--- src/rtl/bsc_pkg.sv ---
package bsc_pkg;

	// ************************************************************
	// Widths and flag positions
	// ************************************************************
	localparam int PC_W = 22;
	localparam int FLAG_C = 0;
	localparam int FLAG_Z = 1;
	localparam int FLAG_N = 2;
	localparam int FLAG_V = 3;
	localparam int FLAG_S = 4;
	localparam int FLAG_H = 5;
	localparam int FLAG_T = 6;
	localparam int FLAG_I = 7;

	// ************************************************************
	// Cycle counts
	// ************************************************************
	localparam logic [2:0] CYC_ONE = 3'h1;
	localparam logic [2:0] CYC_REL_JUMP = 3'h2;
	localparam logic [2:0] CYC_ABS_JUMP = 3'h3;
	localparam logic [2:0] CYC_REL_CALL = 3'h3;
	localparam logic [2:0] CYC_PTR_CALL = 3'h3;
	localparam logic [2:0] CYC_ABS_CALL = 3'h4;
	localparam logic [2:0] CYC_RETURN = 3'h4;
	localparam logic [2:0] CYC_SKIP_ONE = 3'h2;
	localparam logic [2:0] CYC_SKIP_TWO = 3'h3;
	localparam logic [2:0] CYC_BR_TAKEN = 3'h2;
	// Cycle in which popped stack data is valid (one after the pop)
	localparam logic [2:0] STEP_POP_DATA = 3'h2;

	// ************************************************************
	// Opcode masks and patterns
	// ************************************************************
	localparam logic [15:0] M_REL_JUMP = 16'hF000;
	localparam logic [15:0] P_REL_JUMP = 16'hC000;
	localparam logic [15:0] M_REL_CALL = 16'hF000;
	localparam logic [15:0] P_REL_CALL = 16'hD000;
	localparam logic [15:0] M_FIXED = 16'hFFFF;
	localparam logic [15:0] P_PTR_CALL = 16'h9509;
	localparam logic [15:0] P_SUB_RET = 16'h9508;
	localparam logic [15:0] P_INT_RET = 16'h9518;
	localparam logic [15:0] M_ABS = 16'hFE0E;
	localparam logic [15:0] P_ABS_JUMP = 16'h940C;
	localparam logic [15:0] P_ABS_CALL = 16'h940E;
	localparam logic [15:0] M_REG_OP = 16'hFC00;
	localparam logic [15:0] P_CMP_SKIP = 16'h1000;
	localparam logic [15:0] P_CMP = 16'h1400;
	localparam logic [15:0] P_CMP_CARRY = 16'h0400;
	localparam logic [15:0] M_CMP_IMM = 16'hF000;
	localparam logic [15:0] P_CMP_IMM = 16'h3000;
	localparam logic [15:0] M_REG_BIT = 16'hFE08;
	localparam logic [15:0] P_SKIP_REG_CLR = 16'hFC00;
	localparam logic [15:0] P_SKIP_REG_SET = 16'hFE00;
	localparam logic [15:0] M_IO_BIT = 16'hFF00;
	localparam logic [15:0] P_SKIP_IO_CLR = 16'h9900;
	localparam logic [15:0] P_SKIP_IO_SET = 16'h9B00;
	localparam logic [15:0] M_BRANCH = 16'hFC00;
	localparam logic [15:0] P_BR_SET = 16'hF000;
	localparam logic [15:0] P_BR_CLR = 16'hF400;

	// ************************************************************
	// Reset values
	// ************************************************************
	localparam logic [PC_W-1:0] RST_PC = 22'h000000;
	localparam logic [7:0] RST_FLAGS = 8'h00;

	typedef enum {ST_IDLE, ST_BUSY} bsc_state_t;
	typedef enum {OP_NONE, OP_JUMP, OP_CALL, OP_RET, OP_CMP, OP_SKIP, OP_BRANCH} bsc_op_t;

endpackage

--- src/rtl/bsc_branch_skip_control.sv ---
`timescale 1ns/1ns

// Contract
// - Pointer call: push return, PC gets Z, 3 cycles
// - Compare-skip-equal: skip on match, 1/2/3 cycles
// - Compares subtract, update flags, store nothing, 1 cycle
// - Skip when register bit clear, 1/2/3 cycles
// - Skip when register bit set, 1/2/3 cycles
// - Skip on I/O bit clear or set
// - Branch when selected flag set: PC+k+1
// - Branch when selected flag clear, 1/2 cycles
// - Equal/not-equal branch on zero flag
// - Carry set/clear branch on carry flag
// - Same-higher and lower alias carry branches
// - Minus/plus branch on negative flag
// - Signed greater-equal taken when N xor V zero
// - Signed less-than taken when N xor V one
// - Half-carry branches on half-carry flag
// - T-bit branches on T flag
// - Overflow-set branch, flags unchanged
// - Relative jump PC+k+1 in 2 cycles
module bsc_branch_skip_control (
	input wire logic MCLK_IN,
	input wire logic RST_N_IN,
	input wire logic INSTR_VALID_IN,
	input wire logic [15:0] INSTR_IN,
	input wire logic [15:0] EXT_WORD_IN,
	input wire logic NEXT_TWO_WORD_IN,
	input wire logic [bsc_pkg::PC_W-1:0] PC_IN,
	input wire logic [7:0] RD_VAL_IN,
	input wire logic [7:0] RR_VAL_IN,
	input wire logic [7:0] IO_VAL_IN,
	input wire logic [15:0] Z_PTR_IN,
	input wire logic [7:0] STATUS_IN,
	input wire logic [bsc_pkg::PC_W-1:0] STACK_RDATA_IN,
	output logic BUSY_OUT,
	output logic DONE_OUT,
	output logic PC_LOAD_OUT,
	output logic [bsc_pkg::PC_W-1:0] PC_TARGET_OUT,
	output logic STATUS_WE_OUT,
	output logic [7:0] STATUS_OUT,
	output logic STACK_PUSH_OUT,
	output logic STACK_POP_OUT,
	output logic [bsc_pkg::PC_W-1:0] STACK_WDATA_OUT
);

	// ************************************************************
	// Helper functions
	// ************************************************************
	function automatic logic op_match(input logic [15:0] word, input logic [15:0] mask,
		input logic [15:0] pat);
		op_match = (word & mask) == pat;
	endfunction

	// Index 4 is the sign flag; it is formed from N and V directly so a stale S bit cannot
	// misroute a signed branch.
	function automatic logic flag_sel(input logic [7:0] flags, input logic [2:0] idx);
		if (idx == 3'(bsc_pkg::FLAG_S)) begin
			flag_sel = flags[bsc_pkg::FLAG_N] ^ flags[bsc_pkg::FLAG_V];
		end else begin
			flag_sel = flags[idx];
		end
	endfunction

	// ************************************************************
	// State
	// ************************************************************
	bsc_pkg::bsc_state_t state;
	bsc_pkg::bsc_op_t op;
	logic [2:0] step;
	logic [2:0] total;
	logic [bsc_pkg::PC_W-1:0] target;
	logic load_pend;
	logic [7:0] flags_pend;
	logic flags_we_pend;

	bsc_pkg::bsc_op_t next_op;
	logic [2:0] next_total;
	logic [bsc_pkg::PC_W-1:0] next_target;
	logic [bsc_pkg::PC_W-1:0] next_ret;
	logic next_load;
	logic next_flags_we;
	logic [7:0] next_flags;
	logic accept;
	logic finish;

	logic [bsc_pkg::PC_W-1:0] rel_short;
	logic [bsc_pkg::PC_W-1:0] rel_long;
	logic [bsc_pkg::PC_W-1:0] skip_target;
	logic [2:0] skip_cycles;
	logic [7:0] sub_b;
	logic sub_cin;
	logic [8:0] diff;
	logic [7:0] res;

	assign BUSY_OUT = (state == bsc_pkg::ST_BUSY);
	assign accept = INSTR_VALID_IN && (state == bsc_pkg::ST_IDLE) && (next_op != bsc_pkg::OP_NONE);
	assign finish = (state == bsc_pkg::ST_BUSY) && (step == total - 3'h1);

	// Offsets are sign-extended; the +1 makes the target relative to the following word
	assign rel_short = PC_IN + {{(bsc_pkg::PC_W-7){INSTR_IN[9]}}, INSTR_IN[9:3]} + 22'h000001;
	assign rel_long = PC_IN + {{(bsc_pkg::PC_W-12){INSTR_IN[11]}}, INSTR_IN[11:0]} + 22'h000001;
	// Skip length depends on the size of the word being stepped over
	assign skip_target = PC_IN + (NEXT_TWO_WORD_IN ? 22'h000003 : 22'h000002);
	assign skip_cycles = NEXT_TWO_WORD_IN ? bsc_pkg::CYC_SKIP_TWO : bsc_pkg::CYC_SKIP_ONE;

	// ************************************************************
	// Compare arithmetic
	// ************************************************************
	always_comb begin
		sub_b = op_match(INSTR_IN, bsc_pkg::M_CMP_IMM, bsc_pkg::P_CMP_IMM) ?
			{INSTR_IN[11:8], INSTR_IN[3:0]} : RR_VAL_IN;
		sub_cin = op_match(INSTR_IN, bsc_pkg::M_REG_OP, bsc_pkg::P_CMP_CARRY) &&
			STATUS_IN[bsc_pkg::FLAG_C];
		diff = {1'b0, RD_VAL_IN} - {1'b0, sub_b} - {8'h00, sub_cin};
		res = diff[7:0];
	end

	// ************************************************************
	// Decode
	// ************************************************************
	always_comb begin
		next_op = bsc_pkg::OP_NONE;
		next_total = bsc_pkg::CYC_ONE;
		next_target = PC_IN;
		next_ret = PC_IN + 22'h000001;
		next_load = 1'b0;
		next_flags_we = 1'b0;
		next_flags = STATUS_IN;
		if (op_match(INSTR_IN, bsc_pkg::M_REL_JUMP, bsc_pkg::P_REL_JUMP)) begin
			next_op = bsc_pkg::OP_JUMP;
			next_total = bsc_pkg::CYC_REL_JUMP;
			next_target = rel_long;
			next_load = 1'b1;
		end else if (op_match(INSTR_IN, bsc_pkg::M_REL_CALL, bsc_pkg::P_REL_CALL)) begin
			next_op = bsc_pkg::OP_CALL;
			next_total = bsc_pkg::CYC_REL_CALL;
			next_target = rel_long;
			next_load = 1'b1;
		end else if (op_match(INSTR_IN, bsc_pkg::M_FIXED, bsc_pkg::P_PTR_CALL)) begin
			next_op = bsc_pkg::OP_CALL;
			next_total = bsc_pkg::CYC_PTR_CALL;
			next_target = {6'h00, Z_PTR_IN};
			next_load = 1'b1;
		end else if (op_match(INSTR_IN, bsc_pkg::M_ABS, bsc_pkg::P_ABS_JUMP) ||
			op_match(INSTR_IN, bsc_pkg::M_ABS, bsc_pkg::P_ABS_CALL)) begin
			next_target = {INSTR_IN[8:4], INSTR_IN[0], EXT_WORD_IN};
			next_load = 1'b1;
			next_ret = PC_IN + 22'h000002;
			if (INSTR_IN[1]) begin
				next_op = bsc_pkg::OP_CALL;
				next_total = bsc_pkg::CYC_ABS_CALL;
			end else begin
				next_op = bsc_pkg::OP_JUMP;
				next_total = bsc_pkg::CYC_ABS_JUMP;
			end
		end else if (op_match(INSTR_IN, bsc_pkg::M_FIXED, bsc_pkg::P_SUB_RET) ||
			op_match(INSTR_IN, bsc_pkg::M_FIXED, bsc_pkg::P_INT_RET)) begin
			next_op = bsc_pkg::OP_RET;
			next_total = bsc_pkg::CYC_RETURN;
			next_load = 1'b1;
			next_flags_we = INSTR_IN[4];
			next_flags[bsc_pkg::FLAG_I] = 1'b1;
		end else if (op_match(INSTR_IN, bsc_pkg::M_REG_OP, bsc_pkg::P_CMP) ||
			op_match(INSTR_IN, bsc_pkg::M_REG_OP, bsc_pkg::P_CMP_CARRY) ||
			op_match(INSTR_IN, bsc_pkg::M_CMP_IMM, bsc_pkg::P_CMP_IMM)) begin
			next_op = bsc_pkg::OP_CMP;
			next_flags_we = 1'b1;
			next_flags[bsc_pkg::FLAG_Z] = (res == 8'h00) &&
				(!sub_cin && !op_match(INSTR_IN, bsc_pkg::M_REG_OP, bsc_pkg::P_CMP_CARRY) ||
				STATUS_IN[bsc_pkg::FLAG_Z]);
			next_flags[bsc_pkg::FLAG_N] = res[7];
			next_flags[bsc_pkg::FLAG_V] = (RD_VAL_IN[7] & ~sub_b[7] & ~res[7]) |
				(~RD_VAL_IN[7] & sub_b[7] & res[7]);
			next_flags[bsc_pkg::FLAG_S] = res[7] ^ next_flags[bsc_pkg::FLAG_V];
			next_flags[bsc_pkg::FLAG_C] = (~RD_VAL_IN[7] & sub_b[7]) | (sub_b[7] & res[7]) |
				(res[7] & ~RD_VAL_IN[7]);
			next_flags[bsc_pkg::FLAG_H] = (~RD_VAL_IN[3] & sub_b[3]) | (sub_b[3] & res[3]) |
				(res[3] & ~RD_VAL_IN[3]);
		end else if (op_match(INSTR_IN, bsc_pkg::M_REG_OP, bsc_pkg::P_CMP_SKIP)) begin
			next_op = bsc_pkg::OP_SKIP;
			next_load = (RD_VAL_IN == RR_VAL_IN);
		end else if (op_match(INSTR_IN, bsc_pkg::M_REG_BIT, bsc_pkg::P_SKIP_REG_CLR) ||
			op_match(INSTR_IN, bsc_pkg::M_REG_BIT, bsc_pkg::P_SKIP_REG_SET)) begin
			next_op = bsc_pkg::OP_SKIP;
			next_load = (RR_VAL_IN[INSTR_IN[2:0]] == INSTR_IN[9]);
		end else if (op_match(INSTR_IN, bsc_pkg::M_IO_BIT, bsc_pkg::P_SKIP_IO_CLR) ||
			op_match(INSTR_IN, bsc_pkg::M_IO_BIT, bsc_pkg::P_SKIP_IO_SET)) begin
			next_op = bsc_pkg::OP_SKIP;
			next_load = (IO_VAL_IN[INSTR_IN[2:0]] == INSTR_IN[9]);
		end else if (op_match(INSTR_IN, bsc_pkg::M_BRANCH, bsc_pkg::P_BR_SET) ||
			op_match(INSTR_IN, bsc_pkg::M_BRANCH, bsc_pkg::P_BR_CLR)) begin
			// Named branches are fixed indices of these two forms, so one path serves all
			next_op = bsc_pkg::OP_BRANCH;
			next_target = rel_short;
			next_load = flag_sel(STATUS_IN, INSTR_IN[2:0]) != INSTR_IN[10];
			// Flag 1 Z, 0 C, 2 N, 4 N^V, 5 H, 6 T, 3 V all route through flag_sel
			next_total = next_load ? bsc_pkg::CYC_BR_TAKEN : bsc_pkg::CYC_ONE;
		end
		if (next_op == bsc_pkg::OP_SKIP) begin
			next_target = skip_target;
			next_total = next_load ? skip_cycles : bsc_pkg::CYC_ONE;
		end
	end

	// ************************************************************
	// Sequencing
	// ************************************************************
	always_ff @(posedge MCLK_IN) begin
		if (!RST_N_IN) begin
			state <= bsc_pkg::ST_IDLE;
			op <= bsc_pkg::OP_NONE;
			step <= 3'h0;
			total <= 3'h0;
		end else if (accept) begin
			op <= next_op;
			step <= 3'h1;
			total <= next_total;
			state <= (next_total == bsc_pkg::CYC_ONE) ? bsc_pkg::ST_IDLE : bsc_pkg::ST_BUSY;
		end else if (finish) begin
			state <= bsc_pkg::ST_IDLE;
			step <= 3'h0;
		end else if (state == bsc_pkg::ST_BUSY) begin
			step <= step + 3'h1;
		end
	end

	// Pending results are held until the last cycle of the instruction
	always_ff @(posedge MCLK_IN) begin
		if (!RST_N_IN) begin
			target <= bsc_pkg::RST_PC;
			load_pend <= 1'b0;
			flags_pend <= bsc_pkg::RST_FLAGS;
			flags_we_pend <= 1'b0;
		end else if (accept) begin
			target <= next_target;
			load_pend <= next_load;
			flags_pend <= next_flags;
			flags_we_pend <= next_flags_we;
		end else if (op == bsc_pkg::OP_RET && state == bsc_pkg::ST_BUSY &&
			step == bsc_pkg::STEP_POP_DATA) begin
			target <= STACK_RDATA_IN;
		end
	end

	// ************************************************************
	// Stack strobes
	// ************************************************************
	always_ff @(posedge MCLK_IN) begin
		if (!RST_N_IN) begin
			STACK_PUSH_OUT <= 1'b0;
			STACK_POP_OUT <= 1'b0;
			STACK_WDATA_OUT <= bsc_pkg::RST_PC;
		end else begin
			STACK_PUSH_OUT <= accept && next_op == bsc_pkg::OP_CALL;
			STACK_POP_OUT <= accept && next_op == bsc_pkg::OP_RET;
			if (accept && next_op == bsc_pkg::OP_CALL) begin
				STACK_WDATA_OUT <= next_ret;
			end
		end
	end

	// ************************************************************
	// Completion outputs
	// ************************************************************
	// One-cycle instructions complete straight from accept; the rest on their last step.
	always_ff @(posedge MCLK_IN) begin
		if (!RST_N_IN) begin
			DONE_OUT <= 1'b0;
			PC_LOAD_OUT <= 1'b0;
			PC_TARGET_OUT <= bsc_pkg::RST_PC;
			STATUS_WE_OUT <= 1'b0;
			STATUS_OUT <= bsc_pkg::RST_FLAGS;
		end else if (accept && next_total == bsc_pkg::CYC_ONE) begin
			DONE_OUT <= 1'b1;
			PC_LOAD_OUT <= 1'b0;
			STATUS_WE_OUT <= next_flags_we;
			STATUS_OUT <= next_flags;
		end else if (finish) begin
			DONE_OUT <= 1'b1;
			PC_LOAD_OUT <= load_pend;
			PC_TARGET_OUT <= target;
			STATUS_WE_OUT <= flags_we_pend;
			STATUS_OUT <= flags_pend;
		end else begin
			DONE_OUT <= 1'b0;
			PC_LOAD_OUT <= 1'b0;
			STATUS_WE_OUT <= 1'b0;
		end
	end

endmodule // bsc_branch_skip_control

--- config.mk ---
export PLATFORM = sky130hd
export DESIGN_NAME = bsc_branch_skip_control
export DESIGN_NICKNAME = d
export VERILOG_FILES = /design/src/rtl/bsc_pkg.sv /design/src/rtl/bsc_branch_skip_control.sv
export SDC_FILE = /design/constraint.sdc
export NUM_CORES = 1
export LEC_CHECK = 0
export ABC_AREA = 1
export BUFFER_PORTS_ARGS = -buffer_cell sky130_fd_sc_hd__buf_4
export CORE_MARGIN = 8
export CORE_UTILIZATION = 30
export CTS_BUF_LIST = sky130_fd_sc_hd__clkbuf_8
export DETAILED_ROUTE_END_ITERATION = 7
export PLACE_DENSITY = 0.45
export SYNTH_ARGS = -nofsm -noshare
export SYNTH_HDL_FRONTEND = slang
export SYNTH_SLANG_ARGS = --single-unit
--- constraint.sdc ---
create_clock -name MCLK_IN -period 3.7 [get_ports MCLK_IN]
set_input_delay 0.555 -clock MCLK_IN [delete_from_list [all_inputs] [get_ports MCLK_IN]]
set_output_delay 0.555 -clock MCLK_IN [all_outputs]
set_load 0.02 [all_outputs]
==> results.py <==
metrics = {
    "finish": {
        "multi_input_area_um2": 6910,
        "final_cell_area_um2": 12100,
        "fillCellCount": 3725,
        "n_antenna_cell": 0,
        "syn_to_final_growth_pct": 22.9,
        "drive_gt1_share_pct": 15.7,
        "final_nets": 2020,
        "seqCellArea_um2": 1980,
    },
    "die": {
        "io_pins": 186,
        "core_um2": 32400,
        "die_h_um": 197,
        "initial_utilization_pct": 30.3,
        "die_x_um": 197,
        "rows": 66,
        "die-area_um2": 38800,
    },
    "sta": {
        "fmax_mhz": 319,
        "slew_viol_final": 0,
        "rsz0062_at_grt": "false",
        "setup_ws_ps": 569,
        "tns_ps": 0,
        "hold_viol": 0,
        "skew_ps": 22.1,
        "slew_headroom_pct": 59.4,
        "tightest_slew_ps": 603,
        "finalCritPeriodShare_pct": 84.6,
        "final.min_clock_period_ps": 3130,
        "setup_viol": 0,
    },
    "logic_synthesis": {
        "async_flop_share_pct": 0,
        "synthMuxAreaShare_pct": 0,
        "synth_cells": 1643,
        "synth-edff-count": 0,
        "netlist_top_cells_count": "nand2_1 (410), nor2_1 (199), inv_1 (167)",
        "synth.top_cell.area_share_pct": 20.2,
        "yosysSeqAreaShare_pct": 20.2,
        "ys_seq_elements": 99,
        "synth_most_common_cell": "nand2_1",
        "synth_nets": 1838,
        "synth_top_cell_by_area": "dfxtp_1",
        "synth-simple-area-share_pct": 35.4,
        "avgSynthCellArea_um2": 5.97,
        "synth_flop_cell": "dfxtp_1",
        "synth-compound-area-share_pct": 20.9,
        "netlist_area_um2": 9810,
        "ys_warn_count": 0,
        "synth.area.top_cells": "dfxtp_1 (20%), nand2_1 (16%), o21ai_0 (8.4%), ha_1 (8.0%), nor2_1 (7.6%)",
        "synthAdderAreaFrac_pct": 8.85,
        "ys_types": 47,
        "synth_top_family_by_area": "simple AND/OR/NAND/NOR gates",
        "synth_xor_area_share_pct": 5.27,
    },
    "placed_design": {
        "post-dp-hpwl_um": 38300,
        "gp_congestion": 1.00,
        "placed_cell_area_um2": 11800,
        "dpl_worst_slack_ps": 142,
        "port_buffers": 185,
    },
    "cts": {
        "postCtsSetupRepairBufs": 0,
        "cts_buffers": 9,
        "clkTransAtPathRegs_ps": 100,
        "root_buffer": "clkbuf_8",
        "cts_buffer_depth": 2,
        "ctsResizeCount": 0,
        "clock_sinks": 99,
        "clk_latency_ps": 400,
        "postCtsHoldBufs": 0,
        "htree_num_levels": 3,
        "cts_tree": "done",
    },
    "worst_setup_path": {
        "crit_path_end_kind": "flip-flop",
        "arrival_ps": 3420,
        "worstPathBufferInverterCount": 4,
        "start_kind": "input port",
        "cpPeakStageDelay_ps": 340,
        "critPathKind": "input port to flip-flop",
        "crit_path_max_fanout": 16,
        "path_delay_family": "simple AND/OR/NAND/NOR gates",
        "cpMaxStageDelayCell": "o21ai_0",
        "cpMostUsedCell": "nand2_1",
        "worstPathCellList": "buf_4 > nor2_1 > nand2_1 > o21ai_0 > fa_1 > inv_1 > ha_1 > inv_1 > o21ai_0 > nand2_1 > nand3b_1 > nand2_1 > inv_1 > nor2_1 > o21ai_0 > nand2_1 > nand4_1 > nand2_1 > nor2_1 > nor2_1",
        "worstPathRequired_ps": 3990,
    },
    "detailed_routing": {
        "routed_via_density": 5.12,
        "drt_iter0_drc": 749,
        "drt_first_pass_iters": 6,
        "drt-wirelength-per-cell_um": 20.5,
        "drc": 0,
        "wl_um": 46600,
        "ant_nets": 0,
        "via_count": 11600,
    },
    "grt": {
        "grt_max_degree": 49,
        "grt_pass1_wl_um": 70100,
        "track_usage_pct": 23.6,
        "overflow": 0,
        "antenna_found_initial": 0,
        "grt_pass1_vias": 11400,
    },
    "hold_path": {
        "min-delay-path-class": "flip-flop to flip-flop",
    },
    "run": {
        "maxCapViolCount": 0,
    },
    "power": {
        "peakVddDrop_mv": 0.161,
        "p_per_area_nw_per_um2": 259,
        "p_leak_nw": 5.82,
    },
    "run_status": {
        "status": "finished, final reports clean",
    },
}
## layout make-up
class	instances	area share (%)
clock buffer	9	1.03
clock inverter	7	0.778
inverter	178	5.56
multi-input combinational	1309	57.3
sequential	99	16.4
tap	442	4.59
timing repair buffer	228	14.3
## metal layers
layer / up-vias / global-route usage (%) / wire [um]
met5: - / 0 / 0
met3: 52 / 2.95 / 2530
met1: 5432 / 32.8 / 22200
met2: 336 / 37.7 / 20800
li1: 5812 / - / -
met4: 0 / 6.85 / 1120
## report_power, final
group / leakage, nW / switching [mW] / total (mW) / internal [mW]
Combinational: 4.91 / 0.776 / 1.21 / 0.433
Sequential: 0.802 / 0.0190 / 1.12 / 1.10
Clock: 0.111 / 0.410 / 0.790 / 0.380
Total: 5.82 / 1.21 / 3.12 / 1.92
## per-stage QoR
step	utilization, %	hold slack [ps]	total power, mW	cells
6_report	37.2	463	3.12	2272
5_1_grt	37.2	473	3.32	2272
4_1_cts	37.2	448	3.14	2272
3_5_place_dp	36.6	446	2.34	2256
3_3_place_gp	36.6	444	2.34	2256
2_1_floorplan	-	425	1.85	1643
## logic make-up after synthesis
kind of cell / after synthesis
compound gates: 375
xor+xnor: 59
fa+ha+maj: 67
buf+inv: 235
flops: 99
simple gates: 808
## sequential cells by signal, summed over array words and instances, names as in the netlist
name,flops
PC_TARGET_OUT,22
STACK_WDATA_OUT,22
target,22
STATUS_OUT,8
flags_pend,8
op,3
step,3
total,3
DONE_OUT,1
PC_LOAD_OUT,1
STACK_POP_OUT,1
STACK_PUSH_OUT,1
STATUS_WE_OUT,1
flags_we_pend,1
load_pend,1
state,1
## layout by cell type (no fill, tap or decap), types with 9 or more instances in the layout
cell type  Yosys  routed
nand2_1      410     410
buf_4          3     227
nor2_1       199     198
inv_1        167     168
o21ai_0      165     165
a21oi_1      139     139
nand3_1      106     106
dfxtp_1       99      99
ha_1          63      63
xor2_1        46      46
nand4_1       32      32
nor3_1        18      18
o211ai_1      14      14
xnor2_1       13      13
a31oi_1       11      11
inv_2         10      10
clkbuf_8       0       9
## worst register-to-register path: cells and delay by family (launching register included)
kind / cells / cell delay [ps]
AND/OR/NAND/NOR: 3 / 370
flip-flops: 1 / 360
buffers and inverters: 4 / 610
AO/OA/AOI/OAI: 4 / 500
adder cells (fa/ha/maj): 1 / 300
## final timing paths
| kind | start | to | slack (ps) | cells past startpoint |
|---|---|---|---|---|
| worst max-delay path | INSTR_IN[15] | STATUS_OUT[4] | 570 | 20 |
| worst min-delay path | load_pend | PC_LOAD_OUT | 460 | 2 |
| worst max register to register | total[0] | STATUS_OUT[5] | 1490 | 12 |
| worst min register to register | load_pend | PC_LOAD_OUT | 460 | 2 |
Note: power is estimated with default switching activity, not from simulation.
